### src/phx_pkg.sv
/*
  Shared definitions for the prefetch hint executor: instruction field
  positions, opcodes, hint codes, action encodings and carrier structs.
  Assumes a 64-bit core pipeline and a data cache controller beside it.
*/
package phx_pkg;

  // ----------------------------------------------------------------
  // Instruction fields
  // ----------------------------------------------------------------
  localparam int unsigned XLEN = 64;
  localparam int unsigned OPC_HI = 31;
  localparam int unsigned OPC_LO = 26;
  localparam int unsigned BASE_HI = 25;
  localparam int unsigned BASE_LO = 21;
  localparam int unsigned HINT_HI = 20;
  localparam int unsigned HINT_LO = 16;
  localparam int unsigned OFF9_HI = 15;
  localparam int unsigned OFF9_LO = 7;
  localparam int unsigned OFF16_HI = 15;
  localparam int unsigned OFF16_LO = 0;
  localparam int unsigned BIT6_POS = 6;
  localparam int unsigned FUNC_HI = 5;
  localparam int unsigned FUNC_LO = 0;
  localparam int unsigned OFF9_W = 9;
  localparam int unsigned OFF16_W = 16;

  localparam logic [5:0] EXT_OPCODE_GROUP = 6'h1F;
  localparam logic [5:0] FUNC_DATA_PREFETCH = 6'h35;
  localparam logic [5:0] FUNC_USER_PREFETCH = 6'h23;
  // Pre-Release-6 encoding of the ordinary prefetch (major opcode)
  localparam logic [5:0] LEGACY_DATA_PREFETCH_INSTR_OPCODE = 6'h33;

  // ----------------------------------------------------------------
  // Hint codes
  // ----------------------------------------------------------------
  localparam logic [4:0] HINT_L1_LRU = 5'h02;
  localparam logic [4:0] HINT_L1_IMPL = 5'h03;
  localparam logic [4:0] HINT_STORE_MASK = 5'h01;
  localparam logic [4:0] HINT_FIRST_RSVD = 5'h18;
  localparam logic [4:0] HINT_WB_INVAL = 5'h19;
  localparam logic [4:0] HINT_ZERO_FILL = 5'h1E;
  localparam logic [1:0] LEVEL_L1 = 2'h0;

  // ----------------------------------------------------------------
  // Types
  // ----------------------------------------------------------------
  typedef enum logic [2:0] {
    ACT_NONE,
    ACT_FETCH_LOAD,
    ACT_FETCH_STORE,
    ACT_WB_INVAL,
    ACT_ZERO_FILL,
    ACT_IMPL
  } phx_act_e;

  typedef struct packed {
    logic [31:0] word;
    logic [XLEN-1:0] base_val;
    logic kernel_mode;
  } phx_issue_s;

  typedef struct packed {
    logic [XLEN-1:0] vaddr;
    logic user_map;
  } phx_xlat_req_s;

  typedef struct packed {
    logic hit;
    logic valid;
    logic dirty;
    logic locked;
    logic cached;
    logic fault;
  } phx_xlat_rsp_s;

  typedef struct packed {
    phx_act_e act;
    logic [1:0] level;
    logic [4:0] hint;
    logic [XLEN-1:0] paddr;
    logic victim_wb;
  } phx_cache_cmd_s;

endpackage : phx_pkg

### src/phx_decode.sv
/*
  Combinational decoder for the prefetch instruction words.
  Assumes a word that the pipeline already marked valid.
*/
`timescale 1ns/1ps
module phx_decode
  import phx_pkg::*;
(
  input wire logic [31:0] word_in,
  input wire logic release6_in,
  output logic is_data_prefetch_instr_out,
  output logic is_user_out,
  output logic [4:0] hint_out,
  output logic [XLEN-1:0] offset_out
);
  import phx_pkg::*;

  // ----------------------------------------------------------------
  // Sign extension, one function per offset width
  // ----------------------------------------------------------------
  function automatic logic [XLEN-1:0] sext9(input logic [OFF9_W-1:0] v);
    sext9 = {{(XLEN-OFF9_W){v[OFF9_W-1]}}, v};
  endfunction : sext9

  function automatic logic [XLEN-1:0] sext16(input logic [OFF16_W-1:0] v);
    sext16 = {{(XLEN-OFF16_W){v[OFF16_W-1]}}, v};
  endfunction : sext16

  // Opcode match and offset selection
  always_comb
  begin
    logic grp;
    grp = (word_in[OPC_HI:OPC_LO] == EXT_OPCODE_GROUP) && !word_in[BIT6_POS];
    is_user_out = grp && (word_in[FUNC_HI:FUNC_LO] == FUNC_USER_PREFETCH);
    is_data_prefetch_instr_out = release6_in
      ? (grp && (word_in[FUNC_HI:FUNC_LO] == FUNC_DATA_PREFETCH))
      : (word_in[OPC_HI:OPC_LO] == LEGACY_DATA_PREFETCH_INSTR_OPCODE);
    hint_out = word_in[HINT_HI:HINT_LO];
    // Offset width depends on the release level and the user variant
    if (release6_in || is_user_out)
    begin
      offset_out = sext9(word_in[OFF9_HI:OFF9_LO]);
    end
    else
    begin
      offset_out = sext16(word_in[OFF16_HI:OFF16_LO]);
    end
  end

endmodule : phx_decode

### src/phx_hint_map.sv
/*
  Maps a hint code to a cache action and level.
  Assumes the caller owns release selection and exception reporting.
*/
`timescale 1ns/1ps
module phx_hint_map
  import phx_pkg::*;
#(
  parameter bit IMPL_L1_LRU = 1'b0
)
(
  input wire logic [4:0] hint_in,
  input wire logic release6_in,
  output phx_pkg::phx_act_e act_out,
  output logic [1:0] level_out,
  output logic resv_out
);
  import phx_pkg::*;

  // Hint classification
  always_comb
  begin
    logic [2:0] sub;
    sub = hint_in[2:0];
    act_out = ACT_NONE;
    level_out = LEVEL_L1;
    resv_out = 1'b0;
    if (release6_in)
    begin
      if (hint_in >= HINT_FIRST_RSVD)
      begin
        resv_out = 1'b1;
      end
      else
      begin
        level_out = hint_in[4:3];
        if (sub == HINT_L1_LRU[2:0] || sub == HINT_L1_IMPL[2:0])
        begin
          // Optional hints stay NOPs; only the LRU hint can be built in
          act_out = (IMPL_L1_LRU && sub == HINT_L1_LRU[2:0]) ? ACT_IMPL : ACT_NONE;
        end
        else
        begin
          act_out = (sub & HINT_STORE_MASK[2:0]) != 3'h0 ? ACT_FETCH_STORE : ACT_FETCH_LOAD;
        end
      end
    end
    else
    begin
      if (hint_in == HINT_WB_INVAL)
      begin
        act_out = ACT_WB_INVAL;
      end
      else if (hint_in == HINT_ZERO_FILL)
      begin
        act_out = ACT_ZERO_FILL;
      end
      else if (hint_in < HINT_L1_LRU || (hint_in >= 5'h04 && hint_in <= 5'h07))
      begin
        act_out = hint_in[0] ? ACT_FETCH_STORE : ACT_FETCH_LOAD;
      end
      else
      begin
        // Implementation-specific and reserved codes do nothing here
        act_out = ACT_NONE;
      end
    end
  end

endmodule : phx_hint_map

### src/phx_top.sv
/*
  Prefetch hint executor: takes one prefetch issue, forms and translates
  the effective address, classifies the hint and hands a cache command
  to the data cache controller, then reports completion.
  Hints are classified before any translation, so reserved and no-op
  codes never reach the translator or the cache controller.
  Assumes the pipeline holds ISSUE until DONE and the cache controller
  answers with a one-cycle completion pulse, and that the translator
  maps addresses one to one, so the command carries the request address.
*/
// Contract
// - Flush hint writes back dirty lines
// - Written-back lines become invalid afterwards
// - Locked line gets no flush action
// - Release 6 hints 24-31 raise exception
// - Legacy hints 26-29,31 implementation free
// - Zero-fill hit does nothing
// - Zero-fill miss: evict, zero, valid dirty
// - Never raise misalignment exception
// - Address is base plus sign-extended offset
// - Translate address as data load
// - Suppress all address and translation faults
// - Bus and cache errors reporting optional
// - Unsupported optional hints complete as NOP
// - Locked lines stay untouched
// - Missing translation moves no data
// - User variant decode: opcode, function, bit6
// - User variant uses user-mode mapping
// - Hints 8-23 target L2 and L3
// - Ordinary prefetch decode: opcode, function (code also requires bit6 clear; legacy build: opcode only)
// - Uncached access: no memory operation
`timescale 1ns/1ps
module phx_top
  import phx_pkg::*;
#(
  parameter bit RELEASE6 = 1'b1,
  parameter bit REPORT_ERRORS = 1'b0,
  parameter bit IMPL_L1_LRU = 1'b0,
  parameter bit INVAL_CLEAN = 1'b1
)
(
  // Clock and reset
  input wire logic CORE_CLK_IN,
  input wire logic RST_B_IN,
  // Issue from the pipeline
  input wire logic ISSUE_VALID_IN,
  input wire phx_pkg::phx_issue_s ISSUE_IN,
  output logic ISSUE_READY_OUT,
  // Translation request and answer
  output logic XLAT_REQ_VALID_OUT,
  output phx_pkg::phx_xlat_req_s XLAT_REQ_OUT,
  input wire logic XLAT_RSP_VALID_IN,
  input wire phx_pkg::phx_xlat_rsp_s XLAT_RSP_IN,
  // Cache controller command and completion
  output logic CMD_VALID_OUT,
  output phx_pkg::phx_cache_cmd_s CMD_OUT,
  input wire logic CMD_DONE_IN,
  input wire logic CMD_ERROR_IN,
  // Completion report to the pipeline
  output logic DONE_OUT,
  output logic RESV_EXC_OUT,
  output logic ERR_EXC_OUT
);
  import phx_pkg::*;

  // ----------------------------------------------------------------
  // Decode
  // ----------------------------------------------------------------
  typedef enum logic [2:0] {
    ST_IDLE,
    ST_XLAT,
    ST_CMD,
    ST_WAIT,
    ST_DONE
  } phx_state_e;

  // Decoder and hint map outputs, all combinational
  logic is_data_prefetch_instr;
  logic is_user;
  logic [4:0] hint;
  logic [XLEN-1:0] offset;
  phx_act_e map_act;
  logic [1:0] map_level;
  logic map_resv;

  // Field split and prefetch recognition
  phx_decode u_decode (
    .word_in (ISSUE_IN.word),
    .release6_in (RELEASE6),
    .is_data_prefetch_instr_out (is_data_prefetch_instr),
    .is_user_out (is_user),
    .hint_out (hint),
    .offset_out (offset)
  );

  // Hint to action and cache level
  phx_hint_map #(
    .IMPL_L1_LRU (IMPL_L1_LRU)
  ) u_hint_map (
    .hint_in (hint),
    .release6_in (RELEASE6),
    .act_out (map_act),
    .level_out (map_level),
    .resv_out (map_resv)
  );

  // ----------------------------------------------------------------
  // Sequencer state
  // ----------------------------------------------------------------
  // Each _q here is registered; each _d is its next value
  phx_state_e state_q, state_d;
  phx_act_e act_q, act_d;
  logic [1:0] level_q, level_d;
  logic [4:0] hint_q, hint_d;
  logic ready_q, ready_d;
  logic xreq_v_q, xreq_v_d;
  phx_xlat_req_s xreq_q, xreq_d;
  logic cmd_v_q, cmd_v_d;
  phx_cache_cmd_s cmd_q, cmd_d;
  logic done_q, done_d;
  logic resv_q, resv_d;
  logic err_q, err_d;

  // ----------------------------------------------------------------
  // Transaction walk
  // ----------------------------------------------------------------
  // Idle: ready stands high and a valid prefetch word is taken.
  // Reserved and no-op hints finish at once; the translator and the
  // cache never see them, so neither needs a cancel path.
  // Translate: the request level stands until the answer pulse.
  // A faulting, uncached or locked answer ends the prefetch quietly,
  // since an address problem must never become an exception.
  // Command: one spare cycle lets the final action settle before the
  // command level rises toward the cache controller.
  // Wait: the command level stands until the completion pulse; an
  // error with it is reported only when the build asks for that.
  // Done: one pulse, then one dead cycle before ready returns, so a
  // pipeline that drops valid with done is never taken twice.
  // Limitation: one prefetch in flight; issues wait for ready, and
  // a translator or cache that never answers stalls the sequencer.

  // Next-state logic for the whole transaction
  always_comb
  begin
    logic accept;
    logic [XLEN-1:0] ea;
    // Pulses drop, request levels drop, captured fields hold
    state_d = state_q;
    act_d = act_q;
    level_d = level_q;
    hint_d = hint_q;
    ready_d = 1'b0;
    xreq_v_d = 1'b0;
    xreq_d = xreq_q;
    cmd_v_d = 1'b0;
    cmd_d = cmd_q;
    done_d = 1'b0;
    resv_d = 1'b0;
    err_d = 1'b0;
    // Words that are not prefetches are ignored, never answered
    accept = ISSUE_VALID_IN && (is_data_prefetch_instr || is_user);
    // Wrap-around add; no alignment check is ever made
    ea = ISSUE_IN.base_val + offset;
    unique case (state_q)
      // Take a prefetch only while ready stands
      ST_IDLE:
      begin
        ready_d = 1'b1;
        if (ready_q && accept)
        begin
          ready_d = 1'b0;
          act_d = map_act;
          level_d = map_level;
          hint_d = hint;
          if (map_resv)
          begin
            // Exception only, nothing reaches the cache
            resv_d = 1'b1;
            done_d = 1'b1;
            state_d = ST_DONE;
          end
          else if (map_act == ACT_NONE)
          begin
            done_d = 1'b1;
            state_d = ST_DONE;
          end
          else
          begin
            xreq_v_d = 1'b1;
            xreq_d.vaddr = ea;
            // Kernel-mode user variant goes through user mapping
            xreq_d.user_map = is_user;
            state_d = ST_XLAT;
          end
        end
      end
      // Wait for the translation answer
      ST_XLAT:
      begin
        xreq_v_d = !XLAT_RSP_VALID_IN;
        if (XLAT_RSP_VALID_IN)
        begin
          // Fields come from registered copies, not the live issue
          cmd_d.act = act_q;
          cmd_d.level = level_q;
          cmd_d.hint = hint_q;
          cmd_d.paddr = xreq_q.vaddr;
          cmd_d.victim_wb = 1'b0;
          // Faults are swallowed; no data moves, no exception raised
          if (XLAT_RSP_IN.fault || !XLAT_RSP_IN.cached)
          begin
            done_d = 1'b1;
            state_d = ST_DONE;
          end
          else if (XLAT_RSP_IN.locked)
          begin
            // Lines locked by cache maintenance stay as they are
            done_d = 1'b1;
            state_d = ST_DONE;
          end
          else if (act_q == ACT_ZERO_FILL && XLAT_RSP_IN.hit)
          begin
            // Line already present; zeroing it would lose data
            done_d = 1'b1;
            state_d = ST_DONE;
          end
          else if (act_q == ACT_WB_INVAL && !XLAT_RSP_IN.hit)
          begin
            // Nothing cached at this address to flush
            done_d = 1'b1;
            state_d = ST_DONE;
          end
          else
          begin
            // Flush writes back when dirty; zero-fill evicts a dirty victim
            if (act_q == ACT_WB_INVAL)
            begin
              cmd_d.victim_wb = XLAT_RSP_IN.dirty;
              // Clean line invalidation is a build option
              if (!XLAT_RSP_IN.dirty && !INVAL_CLEAN)
              begin
                cmd_d.act = ACT_NONE;
              end
            end
            else if (act_q == ACT_ZERO_FILL)
            begin
              cmd_d.victim_wb = XLAT_RSP_IN.valid && XLAT_RSP_IN.dirty;
            end
            state_d = ST_CMD;
          end
        end
      end
      // Launch the settled command
      ST_CMD:
      begin
        if (cmd_q.act == ACT_NONE)
        begin
          done_d = 1'b1;
          state_d = ST_DONE;
        end
        else
        begin
          // Only zero-fill alters visible memory contents
          cmd_v_d = 1'b1;
          state_d = ST_WAIT;
        end
      end
      // Hold the command until the cache answers
      ST_WAIT:
      begin
        cmd_v_d = !CMD_DONE_IN;
        if (CMD_DONE_IN)
        begin
          // Error reporting is a build option
          err_d = REPORT_ERRORS && CMD_ERROR_IN;
          done_d = 1'b1;
          state_d = ST_DONE;
        end
      end
      ST_DONE:
      begin
        // One idle cycle lets the pipeline drop ISSUE
        state_d = ST_IDLE;
      end
    endcase
    if (xreq_v_d == 1'b0 && state_q == ST_IDLE)
    begin
      xreq_d.vaddr = xreq_q.vaddr;
    end
  end

  // ----------------------------------------------------------------
  // Registers
  // ----------------------------------------------------------------
  // Registers only; reset loads constants
  always_ff @(posedge CORE_CLK_IN or negedge RST_B_IN)
  begin
    if (!RST_B_IN)
    begin
      state_q <= ST_IDLE;
      act_q <= ACT_NONE;
      level_q <= LEVEL_L1;
      hint_q <= 5'h00;
      ready_q <= 1'b0;
      xreq_v_q <= 1'b0;
      xreq_q <= '0;
      cmd_v_q <= 1'b0;
      cmd_q <= '0;
      done_q <= 1'b0;
      resv_q <= 1'b0;
      err_q <= 1'b0;
    end
    else
    begin
      state_q <= state_d;
      act_q <= act_d;
      level_q <= level_d;
      hint_q <= hint_d;
      ready_q <= ready_d;
      xreq_v_q <= xreq_v_d;
      xreq_q <= xreq_d;
      cmd_v_q <= cmd_v_d;
      cmd_q <= cmd_d;
      done_q <= done_d;
      resv_q <= resv_d;
      err_q <= err_d;
    end
  end

  // ----------------------------------------------------------------
  // Outputs
  // ----------------------------------------------------------------
  assign ISSUE_READY_OUT = ready_q;
  assign XLAT_REQ_VALID_OUT = xreq_v_q;
  assign XLAT_REQ_OUT = xreq_q;
  assign CMD_VALID_OUT = cmd_v_q;
  assign CMD_OUT = cmd_q;
  assign DONE_OUT = done_q;
  assign RESV_EXC_OUT = resv_q;
  assign ERR_EXC_OUT = err_q;

endmodule : phx_top

### config.mk
export PLATFORM = sky130hd
export DESIGN_NAME = phx_top
export DESIGN_NICKNAME = d
export VERILOG_FILES = /design/src/phx_pkg.sv /design/src/phx_decode.sv /design/src/phx_hint_map.sv /design/src/phx_top.sv
export SDC_FILE = /design/constraint.sdc
export NUM_CORES = 1
export LEC_CHECK = 0
export BUFFER_PORTS_ARGS = -buffer_cell sky130_fd_sc_hd__buf_2
export CAP_MARGIN = 10
export CORE_MARGIN = 3
export CORE_UTILIZATION = 55
export DETAILED_ROUTE_END_ITERATION = 8
export PLACE_DENSITY = 0.94
export SLEW_MARGIN = 40
export SYNTH_ARGS = -nofsm -noshare
export SYNTH_HDL_FRONTEND = slang
export SYNTH_HIERARCHICAL = 1
export SYNTH_SLANG_ARGS = --single-unit
### constraint.sdc
create_clock -name CORE_CLK_IN -period 4.9 [get_ports CORE_CLK_IN]
set_input_delay 0.49 -clock CORE_CLK_IN [delete_from_list [all_inputs] [get_ports CORE_CLK_IN]]
set_output_delay 0.49 -clock CORE_CLK_IN [all_outputs]
set_load 0.005 [all_outputs]
==> results.cfg <==
[outcome]
outcome = completed

[route]
wire_per_inst_um = 17.2
num_vias = 9724
first_pass_iters = 6
drc = 0
drt_iter0_markers = 713
drt-vias-per-instance = 5.81
wl_um = 28800
ant_nets = 0

[sta]
worstMarginPinSlew_ns = 0.750
setup_viol = 0
setup_slack_ns = 1.13
slew_headroom = 0.500
rsz0062_at_grt = no
period_minus_slack_ns = 3.77
clock-skew-final_ns = 0.0142
max_freq_mhz = 265
setup_tns_ns = 0
hold_viol = 0
slew_violations = 0
whs_ns = 0.127
finalCritPeriodShare = 0.770

[die]
dieArea_sq_mm = 0.0209
coreArea_sq_mm = 0.0188
design.portCount = 255
start_util = 0.562
dieHeight_um = 145
dieWidth_um = 145
placementRows = 50

[grt]
grt_util_all_layers = 0.266
grt.busiest_layer = met2
grt.overflow.total = 0
met1_usage = 0.354
grt_pass1_wl_um = 44900
grt_antenna_before_repair = 0
grt.met2_usage = 0.436
grt_max_degree = 94
use_met3 = 0.0403
first_global_vias = 9128

[synth]
async_flop_share = 1.00
synth.most_common_cell = nand2_1
ys_seq_area_frac = 0.375
synth_largest_area_cell = dfrtp_1
netlist_top_cells_area = dfrtp_1, nand2_1, ha_1
synth_area_sq_mm = 0.0106
synth_seq_cells = 158
syn_avg_cell_area_sq_um = 8.27
synth_cells = 1276
ys.flop_type = dfrtp_1
synth-edff-count = 0
yosysUniqueCellTypes = 76
synth_commonest_cells = nand2_1, dfrtp_1, a21oi_1
yosys_warnings = 6
netlist.area_leader.share = 0.375

[cells_and_area]
area_growth_pct = 14.8
multiInputGateArea_sq_mm = 0.00586
drive_gt1_frac = 0.228
num-fill-cells = 1531
final_area_sq_mm = 0.0121
layout.area.seq_sq_mm = 0.00395
stdcell_count = 1673
final_nets = 1599

[critical_path]
cp_top_family = compound AO/OA/AOI/OAI gates
critical_path.cell_chain = buf_2, o22a_1, ha_1, fa_1, a211oi_1, o21ai_1, o2111ai_2, a21o_1, a31oi_2, a31oi_1, o21ai_1, a21oi_1, xor2_1, o21ai_1
worstSetupEndpointType = register
critPathMaxStageDelay_ns = 0.50
cp_max_fo = 3
slowest_stage = a31oi_1
crit_type = input pin to register
critPathRequiredTime_ns = 5.18
critPathMostFrequentCell = o21ai_1
start_kind = input pin
cp.arrival_ns = 4.05
cp.buffers_inverters = 1

[cts]
cts_tree = yes
cts_sinks = 158
clockBufferDepth = 2
clock_latency_ns = 0.42
clkSlewWorstSetupHoldPaths_ns = 0.06
postCtsSetupBuffers = 0
cts-resized-gates = 0
cts_hold_buf = 0
clock-root-buffer = clkbuf_16
cts_buffers = 17
htreeDepth = 4

[placement]
dp.cells = 1641
place.gp.congestion = 0.946
place_ws_ns = 0.947
numPortBuffers = 246
place_area_sq_mm = 0.0115
hpwl_um = 21400

[flow_run]
cap_violations = 0

[power]
p_leak_nw = 6.56
ir_drop_uv = 222
pwr_density_cell_mw_per_mm2 = 317

[worst_hold_path]
hold_path.class = input pin to async pin
kinds of logic (layout without fill, tap and decap cells):
kind of cell	after synthesis	in the layout	synth area share
compound gates	310	310	0.188
xor+xnor	60	60	0.0498
fa+ha+maj	65	65	0.0777
buf+inv	145	304	0.0725
flops	158	158	0.375
mux	27	27	0.0308
other cells	2	6	0.000712
simple gates	509	509	0.206
layer usage:
| layer | part of all wire | vias up |
|---|---|---|
| li1 | - | 4674 |
| met1 | 0.42 | 4486 |
| met2 | 0.48 | 479 |
| met3 | 0.072 | 85 |
| met4 | 0.036 | 0 |
| met5 | 0 | - |
per-stage QoR:
step | total power [mW] | util
3_3_place_gp | 2.35 | 0.611
5_1_grt | 4.00 | 0.645
2_1_floorplan | 2.12 | -
6_report | 3.84 | 0.645
4_1_cts | 3.83 | 0.645
3_5_place_dp | 2.38 | 0.611
report_power, final:
| part | total [mW] | internal (mW) | switching [mW] |
|---|---|---|---|
| combinational | 0.969 | 0.358 | 0.611 |
| sequential | 1.42 | 1.36 | 0.0584 |
| clock | 1.45 | 0.887 | 0.565 |
| total | 3.84 | 2.60 | 1.23 |
layout make-up:
cell class | instances | share of cell area
inverters | 20 | 0.00620
multi-input cells | 976 | 0.484
repair buffers | 253 | 0.107
clock buffers | 20 | 0.0377
flip-flops and latches | 158 | 0.326
clock inverters | 11 | 0.0149
diodes | 1 | 0.000207
well taps | 234 | 0.0242
flip-flops by register name, summed over array words and instances (netlist names):
name	flops
CMD_OUT	75
CMD_VALID_OUT	1
DONE_OUT	1
ISSUE_READY_OUT	1
RESV_EXC_OUT	1
XLAT_REQ_OUT	65
XLAT_REQ_VALID_OUT	1
act_q	3
hint_q	5
level_q	2
state_q	3
worst paths after layout:
path | from | to | slack (ns) | depth (start not counted)
setup reg to reg | state_q[0] | XLAT_REQ_OUT[4] | 1.94 | 5
hold reg to reg | CMD_OUT[69] | CMD_OUT[69] | 0.47 | 2
max in group asynchronous | RST_B_IN | CMD_OUT[28] | 3.75 | 2
setup / recovery | ISSUE_IN[72] | XLAT_REQ_OUT[55] | 1.13 | 14
hold / removal | RST_B_IN | CMD_OUT[53] | 0.13 | 1
min in group CORE_CLK_IN | XLAT_RSP_IN[3] | CMD_OUT[0] | 0.35 | 3
cell usage in the layout, fill, tap and decap left out, types with 16 or more instances in the layout:
master and n:
a21o_1 34, a21oi_1 86, buf_2 245, clkbuf_16 17, dfrtp_1 158, ha_1 63
inv_1 19, mux2_2 16, nand2_1 356, nand4_1 27, nor2_1 57, o21ai_0 63
o21ai_1 34, xnor2_1 31, xor2_1 29
Note: power is estimated with default switching activity, not from simulation.
